==> src/common/adc_seq_regs.svh <==
/*
  Register offsets, field positions, reset values and counts of the conversion sequencer.
  Assumes a 32-bit register port with byte addresses; each register is one aligned word.
*/
`ifndef ADC_SEQ_REGS_SVH
`define ADC_SEQ_REGS_SVH
`define A_CTRL 8'h00
`define A_STATUS 8'h04
`define A_MON0 8'h08
`define A_MON1 8'h0C
`define A_RES0 8'h10
`define A_PSEL_LO 8'h40
`define A_PSEL_HI 8'h44
`define A_PIRQ 8'h48
`define A_DPROG0 8'h50
`define A_TSLOT0 8'h70
`define A_SSLOT0 8'h80
`define A_ASLOT0 8'h90
`define CTRL_EN 0
`define CTRL_SWSTART 1
`define CTRL_CONST 2
`define MON_EN 0
`define MON_COND 1
`define MON_SEL 7:4
`define MON_VAL 27:16
`define RES_OVR 30
`define RES_STORED 31
`define SLOT_EN 7
`define SLOT_PHASE 6:5
`define SLOT_CHAN 4:0
`define NUM_RES 12
`define NUM_PROG 6
`define NUM_TRIG 12
`define RESET_WORD 32'h0000_0000
`endif

==> src/common/adc_seq_pkg.sv <==
/*
  Types of the conversion sequencer: trigger sources and the module's state record.
  Assumes adc_seq_regs.svh is on the include path.
*/
`default_nettype none
`include "adc_seq_regs.svh"
package adc_seq_pkg;
  typedef enum logic [2:0] {
    SRC_NONE = 3'h0,
    SRC_DRV = 3'h1,
    SRC_TMR = 3'h2,
    SRC_SW = 3'h3,
    SRC_CONST = 3'h4
  } src_t;
  typedef struct packed {
    logic en;
    logic cmode;
    src_t src;
    logic [2:0] prog;
    logic [3:0] idx;
    logic busy;
    logic tmr_pend;
    logic sw_pend;
    logic [1:0][31:0] mon;
    logic [`NUM_RES-1:0][11:0] res;
    logic [`NUM_RES-1:0] stored;
    logic [`NUM_RES-1:0] ovr;
    logic [`NUM_TRIG-1:0][2:0] psel;
    logic [`NUM_PROG-1:0][1:0] pirq;
    logic [`NUM_PROG-1:0][3:0][7:0] dprog;
    logic [`NUM_RES-1:0][7:0] tslot;
    logic [`NUM_RES-1:0][7:0] sslot;
    logic [`NUM_RES-1:0][7:0] aslot;
    logic [31:0] rd_data;
    logic conv_start;
    logic conv_abort;
    logic [4:0] conv_channel;
    logic [1:0] conv_phase;
    logic mon0_irq;
    logic mon1_irq;
    logic sw_irq;
    logic tmr_irq;
    logic irq_a;
    logic irq_b;
  } seq_state_t;
endpackage : adc_seq_pkg
`default_nettype wire

==> src/core/adc_trigger_sequencer.sv <==
/*
  Trigger arbitration and conversion sequencing for one converter unit.
  Assumes an analog core that converts one channel per conv_start and answers with conv_done.
*/
`timescale 1ns/10ps
`default_nettype none
`include "adc_seq_regs.svh"
module adc_trigger_sequencer (
  // Clock and reset.
  input wire logic clk,
  input wire logic sys_rst,
  // Register port.
  input wire logic [7:0] reg_addr,
  input wire logic [31:0] reg_wdata,
  input wire logic reg_wr,
  input wire logic reg_rd,
  output logic [31:0] reg_rdata,
  // Trigger inputs.
  input wire logic [5:0] driver0_trigger,
  input wire logic [5:0] driver1_trigger,
  input wire logic timer_trigger_event,
  // Analog core.
  output logic conv_start,
  output logic conv_abort,
  output logic [4:0] conv_channel,
  output logic [1:0] conv_phase,
  input wire logic conv_done,
  input wire logic [11:0] conv_result,
  // Interrupts.
  output logic monitor0_irq,
  output logic monitor1_irq,
  output logic software_program_done_irq,
  output logic timer_program_done_irq,
  output logic driver_prog_irq_a,
  output logic driver_prog_irq_b
);

  adc_seq_pkg::seq_state_t r;
  adc_seq_pkg::seq_state_t next_r;
  logic [11:0] trig;
  logic drv_hit;
  logic [3:0] drv_num;
  logic [7:0] cfg;
  logic [7:0] cand;
  logic found;
  logic [3:0] found_idx;
  logic store;

  // ---------------------------------------------------------------
  // Slot selection
  // ---------------------------------------------------------------
  function automatic logic [7:0] slot_cfg(input adc_seq_pkg::seq_state_t s,
                                          input logic [3:0] i);
    logic [7:0] v;
    v = 8'h00;
    case (s.src)
      adc_seq_pkg::SRC_DRV: begin
        if (i < 4'h4) begin
          v = s.dprog[s.prog][i[1:0]];
        end
      end
      adc_seq_pkg::SRC_TMR: begin
        v = s.tslot[i];
      end
      adc_seq_pkg::SRC_SW: begin
        v = s.sslot[i];
      end
      adc_seq_pkg::SRC_CONST: begin
        v = s.aslot[i];
      end
      default: begin
        v = 8'h00;
      end
    endcase
    return v;
  endfunction : slot_cfg

  assign trig = {driver1_trigger, driver0_trigger};

  // The lowest-numbered driver trigger wins when several arrive together.
  always_comb begin
    drv_hit = 1'b0;
    drv_num = 4'h0;
    for (int k = `NUM_TRIG - 1; k >= 0; k--) begin
      if (trig[k]) begin
        drv_hit = 1'b1;
        drv_num = 4'(k);
      end
    end
  end

  // The first enabled slot at or after the current one is the next to convert.
  always_comb begin
    found = 1'b0;
    found_idx = 4'h0;
    cfg = 8'h00;
    cand = 8'h00;
    for (int j = `NUM_RES - 1; j >= 0; j--) begin
      cand = slot_cfg(r, 4'(j));
      if (4'(j) >= r.idx && cand[`SLOT_EN]) begin
        found = 1'b1;
        found_idx = 4'(j);
        cfg = cand;
      end
    end
  end

  assign store = r.en && r.busy && conv_done && !drv_hit;

  // ---------------------------------------------------------------
  // Next state
  // ---------------------------------------------------------------
  always_comb begin
    next_r = r;
    next_r.rd_data = 32'h0000_0000;
    next_r.conv_start = 1'b0;
    next_r.conv_abort = 1'b0;
    next_r.mon0_irq = 1'b0;
    next_r.mon1_irq = 1'b0;
    next_r.sw_irq = 1'b0;
    next_r.tmr_irq = 1'b0;
    next_r.irq_a = 1'b0;
    next_r.irq_b = 1'b0;

    // Register writes.
    if (reg_wr) begin
      if (reg_addr == `A_CTRL) begin
        next_r.en = reg_wdata[`CTRL_EN];
        next_r.cmode = reg_wdata[`CTRL_CONST];
        if (reg_wdata[`CTRL_SWSTART] && reg_wdata[`CTRL_EN]) begin
          next_r.sw_pend = 1'b1;
        end
      end else if (reg_addr == `A_MON0) begin
        next_r.mon[0] = reg_wdata;
      end else if (reg_addr == `A_MON1) begin
        next_r.mon[1] = reg_wdata;
      end else if (reg_addr == `A_PSEL_LO) begin
        for (int k = 0; k < 8; k++) begin
          next_r.psel[k] = reg_wdata[4*k +: 3];
        end
      end else if (reg_addr == `A_PSEL_HI) begin
        for (int k = 0; k < 4; k++) begin
          next_r.psel[k+8] = reg_wdata[4*k +: 3];
        end
      end else if (reg_addr == `A_PIRQ) begin
        next_r.pirq = reg_wdata[11:0];
      end else if (reg_addr >= `A_DPROG0 && reg_addr < `A_DPROG0 + 8'h18) begin
        next_r.dprog[3'(reg_addr[7:2] - `A_DPROG0 / 4)] = reg_wdata;
      end else if (reg_addr >= `A_TSLOT0 && reg_addr < `A_TSLOT0 + 8'h0C) begin
        next_r.tslot[4*(reg_addr[3:2]) +: 4] = reg_wdata;
      end else if (reg_addr >= `A_SSLOT0 && reg_addr < `A_SSLOT0 + 8'h0C) begin
        next_r.sslot[4*(reg_addr[3:2]) +: 4] = reg_wdata;
      end else if (reg_addr >= `A_ASLOT0 && reg_addr < `A_ASLOT0 + 8'h0C) begin
        next_r.aslot[4*(reg_addr[3:2]) +: 4] = reg_wdata;
      end
    end

    // Register reads; unmapped addresses read as zero.
    if (reg_rd) begin
      if (reg_addr == `A_CTRL) begin
        next_r.rd_data = {29'h0, r.cmode, 1'b0, r.en};
      end else if (reg_addr == `A_STATUS) begin
        next_r.rd_data = {22'h0, r.idx, r.src, r.sw_pend, r.tmr_pend, r.busy};
      end else if (reg_addr == `A_MON0) begin
        next_r.rd_data = r.mon[0];
      end else if (reg_addr == `A_MON1) begin
        next_r.rd_data = r.mon[1];
      end else if (reg_addr >= `A_RES0 && reg_addr < `A_RES0 + 8'h30) begin
        next_r.rd_data = {r.stored[4'(reg_addr[7:2] - 6'h04)],
                          r.ovr[4'(reg_addr[7:2] - 6'h04)], 18'h0,
                          r.res[4'(reg_addr[7:2] - 6'h04)]};
        next_r.stored[4'(reg_addr[7:2] - 6'h04)] = 1'b0;
        next_r.ovr[4'(reg_addr[7:2] - 6'h04)] = 1'b0;
      end else if (reg_addr == `A_PSEL_LO) begin
        for (int k = 0; k < 8; k++) begin
          next_r.rd_data[4*k +: 4] = {1'b0, r.psel[k]};
        end
      end else if (reg_addr == `A_PSEL_HI) begin
        for (int k = 0; k < 4; k++) begin
          next_r.rd_data[4*k +: 4] = {1'b0, r.psel[k+8]};
        end
      end else if (reg_addr == `A_PIRQ) begin
        next_r.rd_data = {20'h0, r.pirq};
      end else if (reg_addr >= `A_DPROG0 && reg_addr < `A_DPROG0 + 8'h18) begin
        next_r.rd_data = r.dprog[3'(reg_addr[7:2] - `A_DPROG0 / 4)];
      end else if (reg_addr >= `A_TSLOT0 && reg_addr < `A_TSLOT0 + 8'h0C) begin
        next_r.rd_data = r.tslot[4*(reg_addr[3:2]) +: 4];
      end else if (reg_addr >= `A_SSLOT0 && reg_addr < `A_SSLOT0 + 8'h0C) begin
        next_r.rd_data = r.sslot[4*(reg_addr[3:2]) +: 4];
      end else if (reg_addr >= `A_ASLOT0 && reg_addr < `A_ASLOT0 + 8'h0C) begin
        next_r.rd_data = r.aslot[4*(reg_addr[3:2]) +: 4];
      end
    end

    // Sequencing.
    if (!r.en) begin
      next_r.conv_abort = r.busy;
      next_r.busy = 1'b0;
      next_r.src = adc_seq_pkg::SRC_NONE;
      next_r.tmr_pend = 1'b0;
    end else begin
      if (timer_trigger_event) begin
        next_r.tmr_pend = 1'b1;
      end
      if (drv_hit) begin
        next_r.conv_abort = r.busy;
        next_r.busy = 1'b0;
        next_r.src = adc_seq_pkg::SRC_DRV;
        next_r.prog = r.psel[drv_num];
        next_r.idx = 4'h0;
      end else if (store) begin
        // A store counts as a write; the flag set here wins over a read clear.
        next_r.res[r.idx] = conv_result;
        next_r.ovr[r.idx] = r.ovr[r.idx] | r.stored[r.idx];
        next_r.stored[r.idx] = 1'b1;
        next_r.busy = 1'b0;
        next_r.idx = r.idx + 4'h1;
        if (r.mon[0][`MON_EN] && r.mon[0][`MON_SEL] == r.idx) begin
          next_r.mon0_irq = r.mon[0][`MON_COND] ? (conv_result > r.mon[0][`MON_VAL])
                                               : (conv_result < r.mon[0][`MON_VAL]);
        end
        if (r.mon[1][`MON_EN] && r.mon[1][`MON_SEL] == r.idx) begin
          next_r.mon1_irq = r.mon[1][`MON_COND] ? (conv_result > r.mon[1][`MON_VAL])
                                               : (conv_result < r.mon[1][`MON_VAL]);
        end
        if ((r.src == adc_seq_pkg::SRC_SW || r.src == adc_seq_pkg::SRC_CONST) &&
            (r.tmr_pend || timer_trigger_event)) begin
          next_r.src = adc_seq_pkg::SRC_NONE;
        end
      end else if (!r.busy) begin
        if (r.src == adc_seq_pkg::SRC_NONE) begin
          next_r.idx = 4'h0;
          if (r.tmr_pend) begin
            next_r.src = adc_seq_pkg::SRC_TMR;
            next_r.tmr_pend = timer_trigger_event;
          end else if (r.sw_pend) begin
            next_r.src = adc_seq_pkg::SRC_SW;
          end else if (r.cmode) begin
            next_r.src = adc_seq_pkg::SRC_CONST;
          end
        end else if (found) begin
          next_r.conv_start = 1'b1;
          next_r.conv_channel = cfg[`SLOT_CHAN];
          next_r.conv_phase = cfg[`SLOT_PHASE];
          next_r.idx = found_idx;
          next_r.busy = 1'b1;
        end else begin
          next_r.src = adc_seq_pkg::SRC_NONE;
          if (r.src == adc_seq_pkg::SRC_DRV) begin
            next_r.irq_a = r.pirq[r.prog][0] && !r.pirq[r.prog][1];
            next_r.irq_b = r.pirq[r.prog][0] && r.pirq[r.prog][1];
          end else if (r.src == adc_seq_pkg::SRC_TMR) begin
            next_r.tmr_irq = 1'b1;
          end else if (r.src == adc_seq_pkg::SRC_SW) begin
            next_r.sw_irq = 1'b1;
            next_r.sw_pend = 1'b0;
          end
        end
      end
    end
  end

  // ---------------------------------------------------------------
  // State register
  // ---------------------------------------------------------------
  always_ff @(posedge clk) begin
    if (sys_rst) begin
      next_r_dummy_unused: begin
        r <= '0;
      end
    end else begin
      r <= next_r;
    end
  end

  assign reg_rdata = r.rd_data;
  assign conv_start = r.conv_start;
  assign conv_abort = r.conv_abort;
  assign conv_channel = r.conv_channel;
  assign conv_phase = r.conv_phase;
  assign monitor0_irq = r.mon0_irq;
  assign monitor1_irq = r.mon1_irq;
  assign software_program_done_irq = r.sw_irq;
  assign timer_program_done_irq = r.tmr_irq;
  assign driver_prog_irq_a = r.irq_a;
  assign driver_prog_irq_b = r.irq_b;
endmodule : adc_trigger_sequencer
`default_nettype wire

==> config.mk <==
export PLATFORM = sky130hd
export DESIGN_NAME = adc_trigger_sequencer
export DESIGN_NICKNAME = d
export VERILOG_FILES = /design/src/common/adc_seq_pkg.sv /design/src/core/adc_trigger_sequencer.sv
export VERILOG_INCLUDE_DIRS = /design/src /design/src/common
export SDC_FILE = /design/constraint.sdc
export NUM_CORES = 2
export LEC_CHECK = 0
export ABC_AREA = 1
export BUFFER_PORTS_ARGS = -buffer_cell sky130_fd_sc_hd__buf_2
export CELL_PAD_IN_SITES_DETAIL_PLACEMENT = 0
export CELL_PAD_IN_SITES_GLOBAL_PLACEMENT = 1
export CORE_ASPECT_RATIO = 0.9
export CORE_MARGIN = 3
export CORE_UTILIZATION = 35
export DETAILED_ROUTE_END_ITERATION = 10
export PLACE_DENSITY = 0.64
export SLEW_MARGIN = 5
export SYNTH_ARGS = -nofsm -noshare
export SYNTH_HDL_FRONTEND = slang
export SYNTH_SLANG_ARGS = --single-unit
==> constraint.sdc <==
create_clock -name clk -period 3.9 [get_ports clk]
set_input_delay 0.39 -clock clk [delete_from_list [all_inputs] [get_ports clk]]
set_output_delay 0.39 -clock clk [all_outputs]
set_load 0.005 [all_outputs]
; Yosys cells after proc, flatten, opt, wreduce, memory -nomap -nowiden
; Cells that the tools add are included.
[word_totals]
register_bits = 822
input_bits = 70
output_inout_bits = 47
word_cells = 460
[op_classes]
n_addsub = 4
n_lt_le_gt_ge = 34
eq_ne = 20
shift = 33
mux = 166
n_bitwise = 23
reduce_logical = 64
[ops]
columns = operator, count
row1 = 32-bit two-way mux, 15
row2 = 96-bit bitwise mux, 3
row3 = 12-bit by 5-bit variable part select with 4-bit output, 24
row4 = 4-bit by 34-bit variable part select with 12-bit output, 8
row5 = 24-bit two-way mux, 9
row6 = 32-bit binary-select mux with 3-bit select, 2
row7 = 192-bit bitwise mux, 1
row8 = 8-bit one-hot mux with 3 select lines, 8
row9 = 144-bit bitwise mux, 1
row10 = 8-bit one-hot mux with 4 select lines, 4
row11 = 4-bit two-way mux, 25
row12 = 32-bit demux with 3-bit select, 1
row13 = 7-bit two-way mux, 13
row14 = 65-bit two-way mux, 1
row15 = 64-bit two-way mux, 1
row16 = 1-bit two-way mux, 50
row17 = 12-bit binary-select mux with 4-bit select, 1
row18 = 12-bit demux with 4-bit select, 1
row19 = 4-bit negator with 34-bit output, 1
row20 = 4-bit by 34-bit variable shift with 12-bit output (first input constant), 1
row21 = 16-bit two-way mux, 2
row22 = 3-bit two-way mux, 10
row23 = 1-bit logical AND, 29
row24 = 12-bit bitwise AND, 2
row25 = other kinds (66), 131

; Longest topological paths before layout
[logic_depth]
ltp_word = 21
ltp_mapped = 23
ltp_nobuf = 21

; Worst setup path after synthesis
; OpenSTA, ideal clock, no wires.
[synth_path]
path_kind = input to register
from = input reg_addr[2]
to = register r[81] in the netlist's numbering
setup_time_ps = 128
arrival_ps = 3107
t_required_ps = 3772
setup_slack_ps = 664
path_stages = 18
n_path_buf = 5
path_cell_list = buf_2 > inv_1 > buf_2 > buf_2 > buf_1 > ha_1 > nand2_1 > o21ai_1 > nand2_1 > nor2_2 > inv_1 > nor2_1 > inv_2 > nor2_2 > inv_2 > clkbuf_1 > o21ai_0 > a21oi_1
[synth_between]
elab_chain_cells = 4
word_cells_on_any_way = 32
classes_between = add/sub (1) / order compare (8) / eq/ne (5) / shift (2) / mux (1) / bitwise (9) / reduce/logical (6)
[synth_rtl]
columns = element, line
row1 = from (decl), adc_trigger_sequencer.sv:13  ; input wire logic [7:0] reg_addr,
row2 = 8-bit >= comparator (no source line) (tied with other cells), n/a
row3 = "1-bit logical AND, on equally long branches", "adc_trigger_sequencer.sv:151, adc_trigger_sequencer.sv:147, adc_trigger_sequencer.sv:149"
row4 = 1-bit inverter (no source line), n/a
row5 = 11-bit AND reduction (no source line), n/a
row6 = to (signal assigned), adc_trigger_sequencer.sv:272  ; r <= next_r;
row7 = to (decl), adc_trigger_sequencer.sv:38  ; adc_seq_pkg::seq_state_t r;
; Several ways; a longest one is shown, not always the timed one.
; A chain may end at the register's enable or synchronous reset.

; Worst setup path after layout
[layout_path]
from = input reg_addr[4]
to = register r (netlist bit reg_rdata[16])
[layout_between]
elab_chain_cells = 12
word_cells_on_any_way = 36
classes_between = add/sub (1) / order compare (10) / eq/ne (6) / mux (12) / reduce/logical (7)
[layout_rtl]
columns = element, line
row1 = 8-bit >= comparator (no source line) / 8-bit less-than comparator (equally long branches), n/a
row2 = 1-bit logical AND, adc_trigger_sequencer.sv:190  ; end else if (reg_addr >= `A_ASLOT0 && reg_addr < `A_ASLOT0 + 8'h0C) begin
row3 = 32-bit two-way mux, adc_trigger_sequencer.sv:190
row4 = 32-bit two-way mux, adc_trigger_sequencer.sv:188  ; end else if (reg_addr >= `A_SSLOT0 && reg_addr < `A_SSLOT0 + 8'h0C) begin
row5 = 32-bit two-way mux, adc_trigger_sequencer.sv:186  ; end else if (reg_addr >= `A_TSLOT0 && reg_addr < `A_TSLOT0 + 8'h0C) begin
row6 = 32-bit two-way mux, adc_trigger_sequencer.sv:184  ; end else if (reg_addr >= `A_DPROG0 && reg_addr < `A_DPROG0 + 8'h18) begin
row7 = 32-bit two-way mux, adc_trigger_sequencer.sv:182  ; end else if (reg_addr == `A_PIRQ) begin
row8 = 16-bit two-way mux, adc_trigger_sequencer.sv:178  ; end else if (reg_addr == `A_PSEL_HI) begin
row9 = 32-bit two-way mux, adc_trigger_sequencer.sv:174  ; end else if (reg_addr == `A_PSEL_LO) begin
row10 = 32-bit two-way mux, adc_trigger_sequencer.sv:168  ; end else if (reg_addr >= `A_RES0 && reg_addr < `A_RES0 + 8'h30) begin
row11 = 32-bit two-way mux, adc_trigger_sequencer.sv:166  ; end else if (reg_addr == `A_MON1) begin
row12 = 32-bit two-way mux, adc_trigger_sequencer.sv:164  ; end else if (reg_addr == `A_MON0) begin
; Several ways; a longest one is shown, not always the timed one. The select of a mux whose other input is x is not followed.

==> run summary <==
CTS Buf Count -> 95
cell with the largest stage delay on the worst path -> sky130_fd_sc_hd__o21ai_0
final antenna-violating net count -> 0
share of the yosys chip area belonging to registers -> 39.9%
initial cell density of the core -> 35.5%
CP startpoint kind -> input port
post-route insts no fill -> 7483
most frequent standard cell in the layout excluding fill and tap cells -> sky130_fd_sc_hd__a21oi_1
critical path cell sequence -> buf_2 -> buf_4 -> ha_1 -> nand2_1 -> nand3_1 -> nor2_1 -> nand2_1 -> nor2_2 -> inv_1 -> buf_4 -> a21oi_1 -> a21oi_1 -> nor2_1 -> o21ai_0 -> o31ai_1 -> a22oi_1 -> a21oi_1
Arrival @ worst endpoint -> 4.37 ns
critical path type -> input port to register
beginning of the worst register-to-register path -> r[817]
post-layout worst setup margin -> 0.142 ns
setup repair after global routing missed its margin -> no
Worst Tran Pin Value -> 1.43 ns
# port buffers -> 116
number of flops mapped to enable cells by yosys -> 0
remaining global-route overflow -> 0
total via count after detailed routing -> 43941
leading cell types in the layout, fill and taps excluded -> 1020 x sky130_fd_sc_hd__a21oi_1, 938 x sky130_fd_sc_hd__o21ai_0, 820 x sky130_fd_sc_hd__dfxtp_1
post-layout min period -> 3.76 ns
final worst clock skew -> 0.0591 ns
number of antenna violations at the first check in global routing -> 13
via count of the first global-routing pass -> 40171
first-pass iteration count of the detailed router -> 7
CTS tree -> done
wire length of the first global-routing pass -> 300000 um
Seq cells post-synth -> 822
final max-slew violation count -> 0
number of warning messages in the yosys log -> 0
Max-Slew Margin vs Limit -> 3.90%
mean post-synth cell area -> 6.97 um^2
highest net fanout along the worst path -> 10
status -> complete, no violations
Std-Cell Rows -> 118
H-Tree Level Count -> 3
kind of end point of the critical path -> register
clock tree root buffer cell -> sky130_fd_sc_hd__clkbuf_16
buffers from clock root to sink, at most -> 3
sum of buffers and inverters on the critical path -> 4
Core Box Area -> 0.116 mm^2
global routing usage summed across all routing layers -> 33.3%
cell count after placement -> 7308
worst hold start -> conv_result[8]
die area -> 0.122 mm^2
Area growth syn-to-layout -> 14.3%
DRC -> 0
dpl ws -> -0.304 ns
Sink Count -> 822
number of nets in the synthesized netlist -> 6025
post-CTS resize count -> 0
total power draw -> 20000 uW
overall die width -> 368 um
stage delay of the slowest cell on the critical path -> 1.11 ns
hold violation count in the final report -> 0
maximum number of pins on one net before global-route repair -> 113
cell count after synthesis -> 5917
WP data required -> 4.51 ns
share of final-layout standard cells stronger than drive strength 1 -> 10.6%
per-cell via count in the routed design -> 5.87
category of cells accounting for the largest share of critical-path delay -> compound AO/OA/AOI/OAI gates
most used cell, CP -> sky130_fd_sc_hd__a21oi_1
number of nets in the layout -> 5954
critical path launch point -> reg_addr[4]
number of inserted filler cells in the final layout -> 12373
dominant register cell in the synthesized netlist -> sky130_fd_sc_hd__dfxtp_1
Avg WL per Cell -> 28.3 um
HP Class -> input port to register
final wirelength -> 212000 um
Final period util -> 96.3%
die span in y -> 332 um
Final Util -> 40.6%
number of top-level pins -> 117
post-synth design cell area -> 0.0412 mm^2
total negative setup slack -> 0 ns
detailed-placement wirelength estimate -> 148000 um
Max Clk Rate -> 266 MHz
maximum ir drop on the vdd rail -> 0.356 mV
total power density per cell area -> 424 mW/mm^2
Maximum Capacitance Violations -> 0
clock latency on the worst-skew pair -> 0.73 ns
final estimated routing congestion in global placement -> 0.973
leakage -> 0.0172 uW
register clock-pin slew on the reported worst setup and hold paths -> 0.07 ns
final count of negative-setup-slack endpoints -> 0
Synth async-reset ratio -> 0%
count of distinct cell types in the synthesized netlist -> 58
initial DRC count -> 5886
-- worst paths after layout --
| path | slack, ns | cells after the start | to |
|---|---|---|---|
| hold / removal | 0.05 | 3 | r[607] |
| setup reg to reg | 0.17 | 12 | conv_channel[3] |
| hold reg to reg | 0.46 | 2 | r[603] |
| setup / recovery | 0.14 | 17 | reg_rdata[16] |
-- cells by family (layout without fill, tap and decap cells) --
kind of cell	after synthesis	in the layout	synth area share, %
flops	822	822	39.9
simple gates	1418	1418	14.5
fa+ha+maj	38	38	1.15
buf+inv	1163	1168	11.4
mux	5	5	0.121
compound gates	2461	2461	32.7
other cells	0	1	0
xor+xnor	10	10	0.212
-- cell usage after synthesis (38+ instances only) --
library cell	number	share of area, %
sky130_fd_sc_hd__clkbuf_1	333	3.0
sky130_fd_sc_hd__inv_1	597	5.4
sky130_fd_sc_hd__o21ai_1	46	0.56
sky130_fd_sc_hd__o21ai_0	938	11
sky130_fd_sc_hd__buf_1	42	0.38
sky130_fd_sc_hd__buf_4	46	0.84
sky130_fd_sc_hd__nor3_1	61	0.74
sky130_fd_sc_hd__dfxtp_1	822	40
sky130_fd_sc_hd__o211ai_1	51	0.93
sky130_fd_sc_hd__o22ai_1	130	2.0
sky130_fd_sc_hd__a22oi_1	44	0.80
sky130_fd_sc_hd__buf_2	97	1.2
sky130_fd_sc_hd__nor2_1	358	3.3
sky130_fd_sc_hd__nand3_1	218	2.6
sky130_fd_sc_hd__a221oi_1	41	0.87
sky130_fd_sc_hd__a21oi_1	1020	12
sky130_fd_sc_hd__nand2_1	693	6.3
sky130_fd_sc_hd__ha_1	38	1.2
-- tightest hold or removal path, stage by stage --
cell and delay (ns):
sky130_fd_sc_hd__buf_2 0.15, sky130_fd_sc_hd__o21ai_0 0.10, sky130_fd_sc_hd__a21oi_1 0.10
-- layer usage --
metal	global-route usage (%)	vias up	wire length, um
met5	0	-	61
met4	13.6	10	10200
met3	6.83	427	19500
met2	49.8	2222	90400
met1	46.5	21137	91400
li1	-	20145	-
-- registers in the layout, indices dropped and copies added (netlist names), 2 cells and up --
| register | cells |
|---|---|
| conv_channel | 5 |
| conv_phase | 2 |
| reg_rdata | 32 |
| r | 775 |
-- where the power goes --
part           internal, uW  switching [uW]  leakage (uW)
registers              8440            30.8       0.00662
clock network          5910            4080       0.00169
logic                   352            1190       0.00887
-- stage by stage --
step | hold WS (ns) | area (um^2)
after CTS | 0.0159 | 47100
final | 0.0493 | 47100
after detailed placement | 0.447 | 43700
after global placement | 0.443 | 43700
after floorplan | 0.425 | 41200
after global routing | 0.0387 | 47100
-- what timing repair did --
item / 4_1_cts / 5_1_grt
hold buffers: 1 / 0
endpoints found under the hold margin: 1 / 0
buffers inserted: 0 / 0
-- cell type report --
class | instances | area, um^2 | share of cell area, %
Clock inverter | 44 | 694 | 1.47
Sequential cell | 822 | 16500 | 34.9
Tap cell | 1560 | 1950 | 4.14
Inverter | 639 | 2410 | 5.11
Antenna cell | 1 | 2.50 | 0.00531
Multi-Input combinational cell | 3932 | 20200 | 42.9
Timing Repair Buffer | 356 | 2680 | 5.69
Clock buffer | 129 | 2730 | 5.79
(Power assumes the default switching activity.)
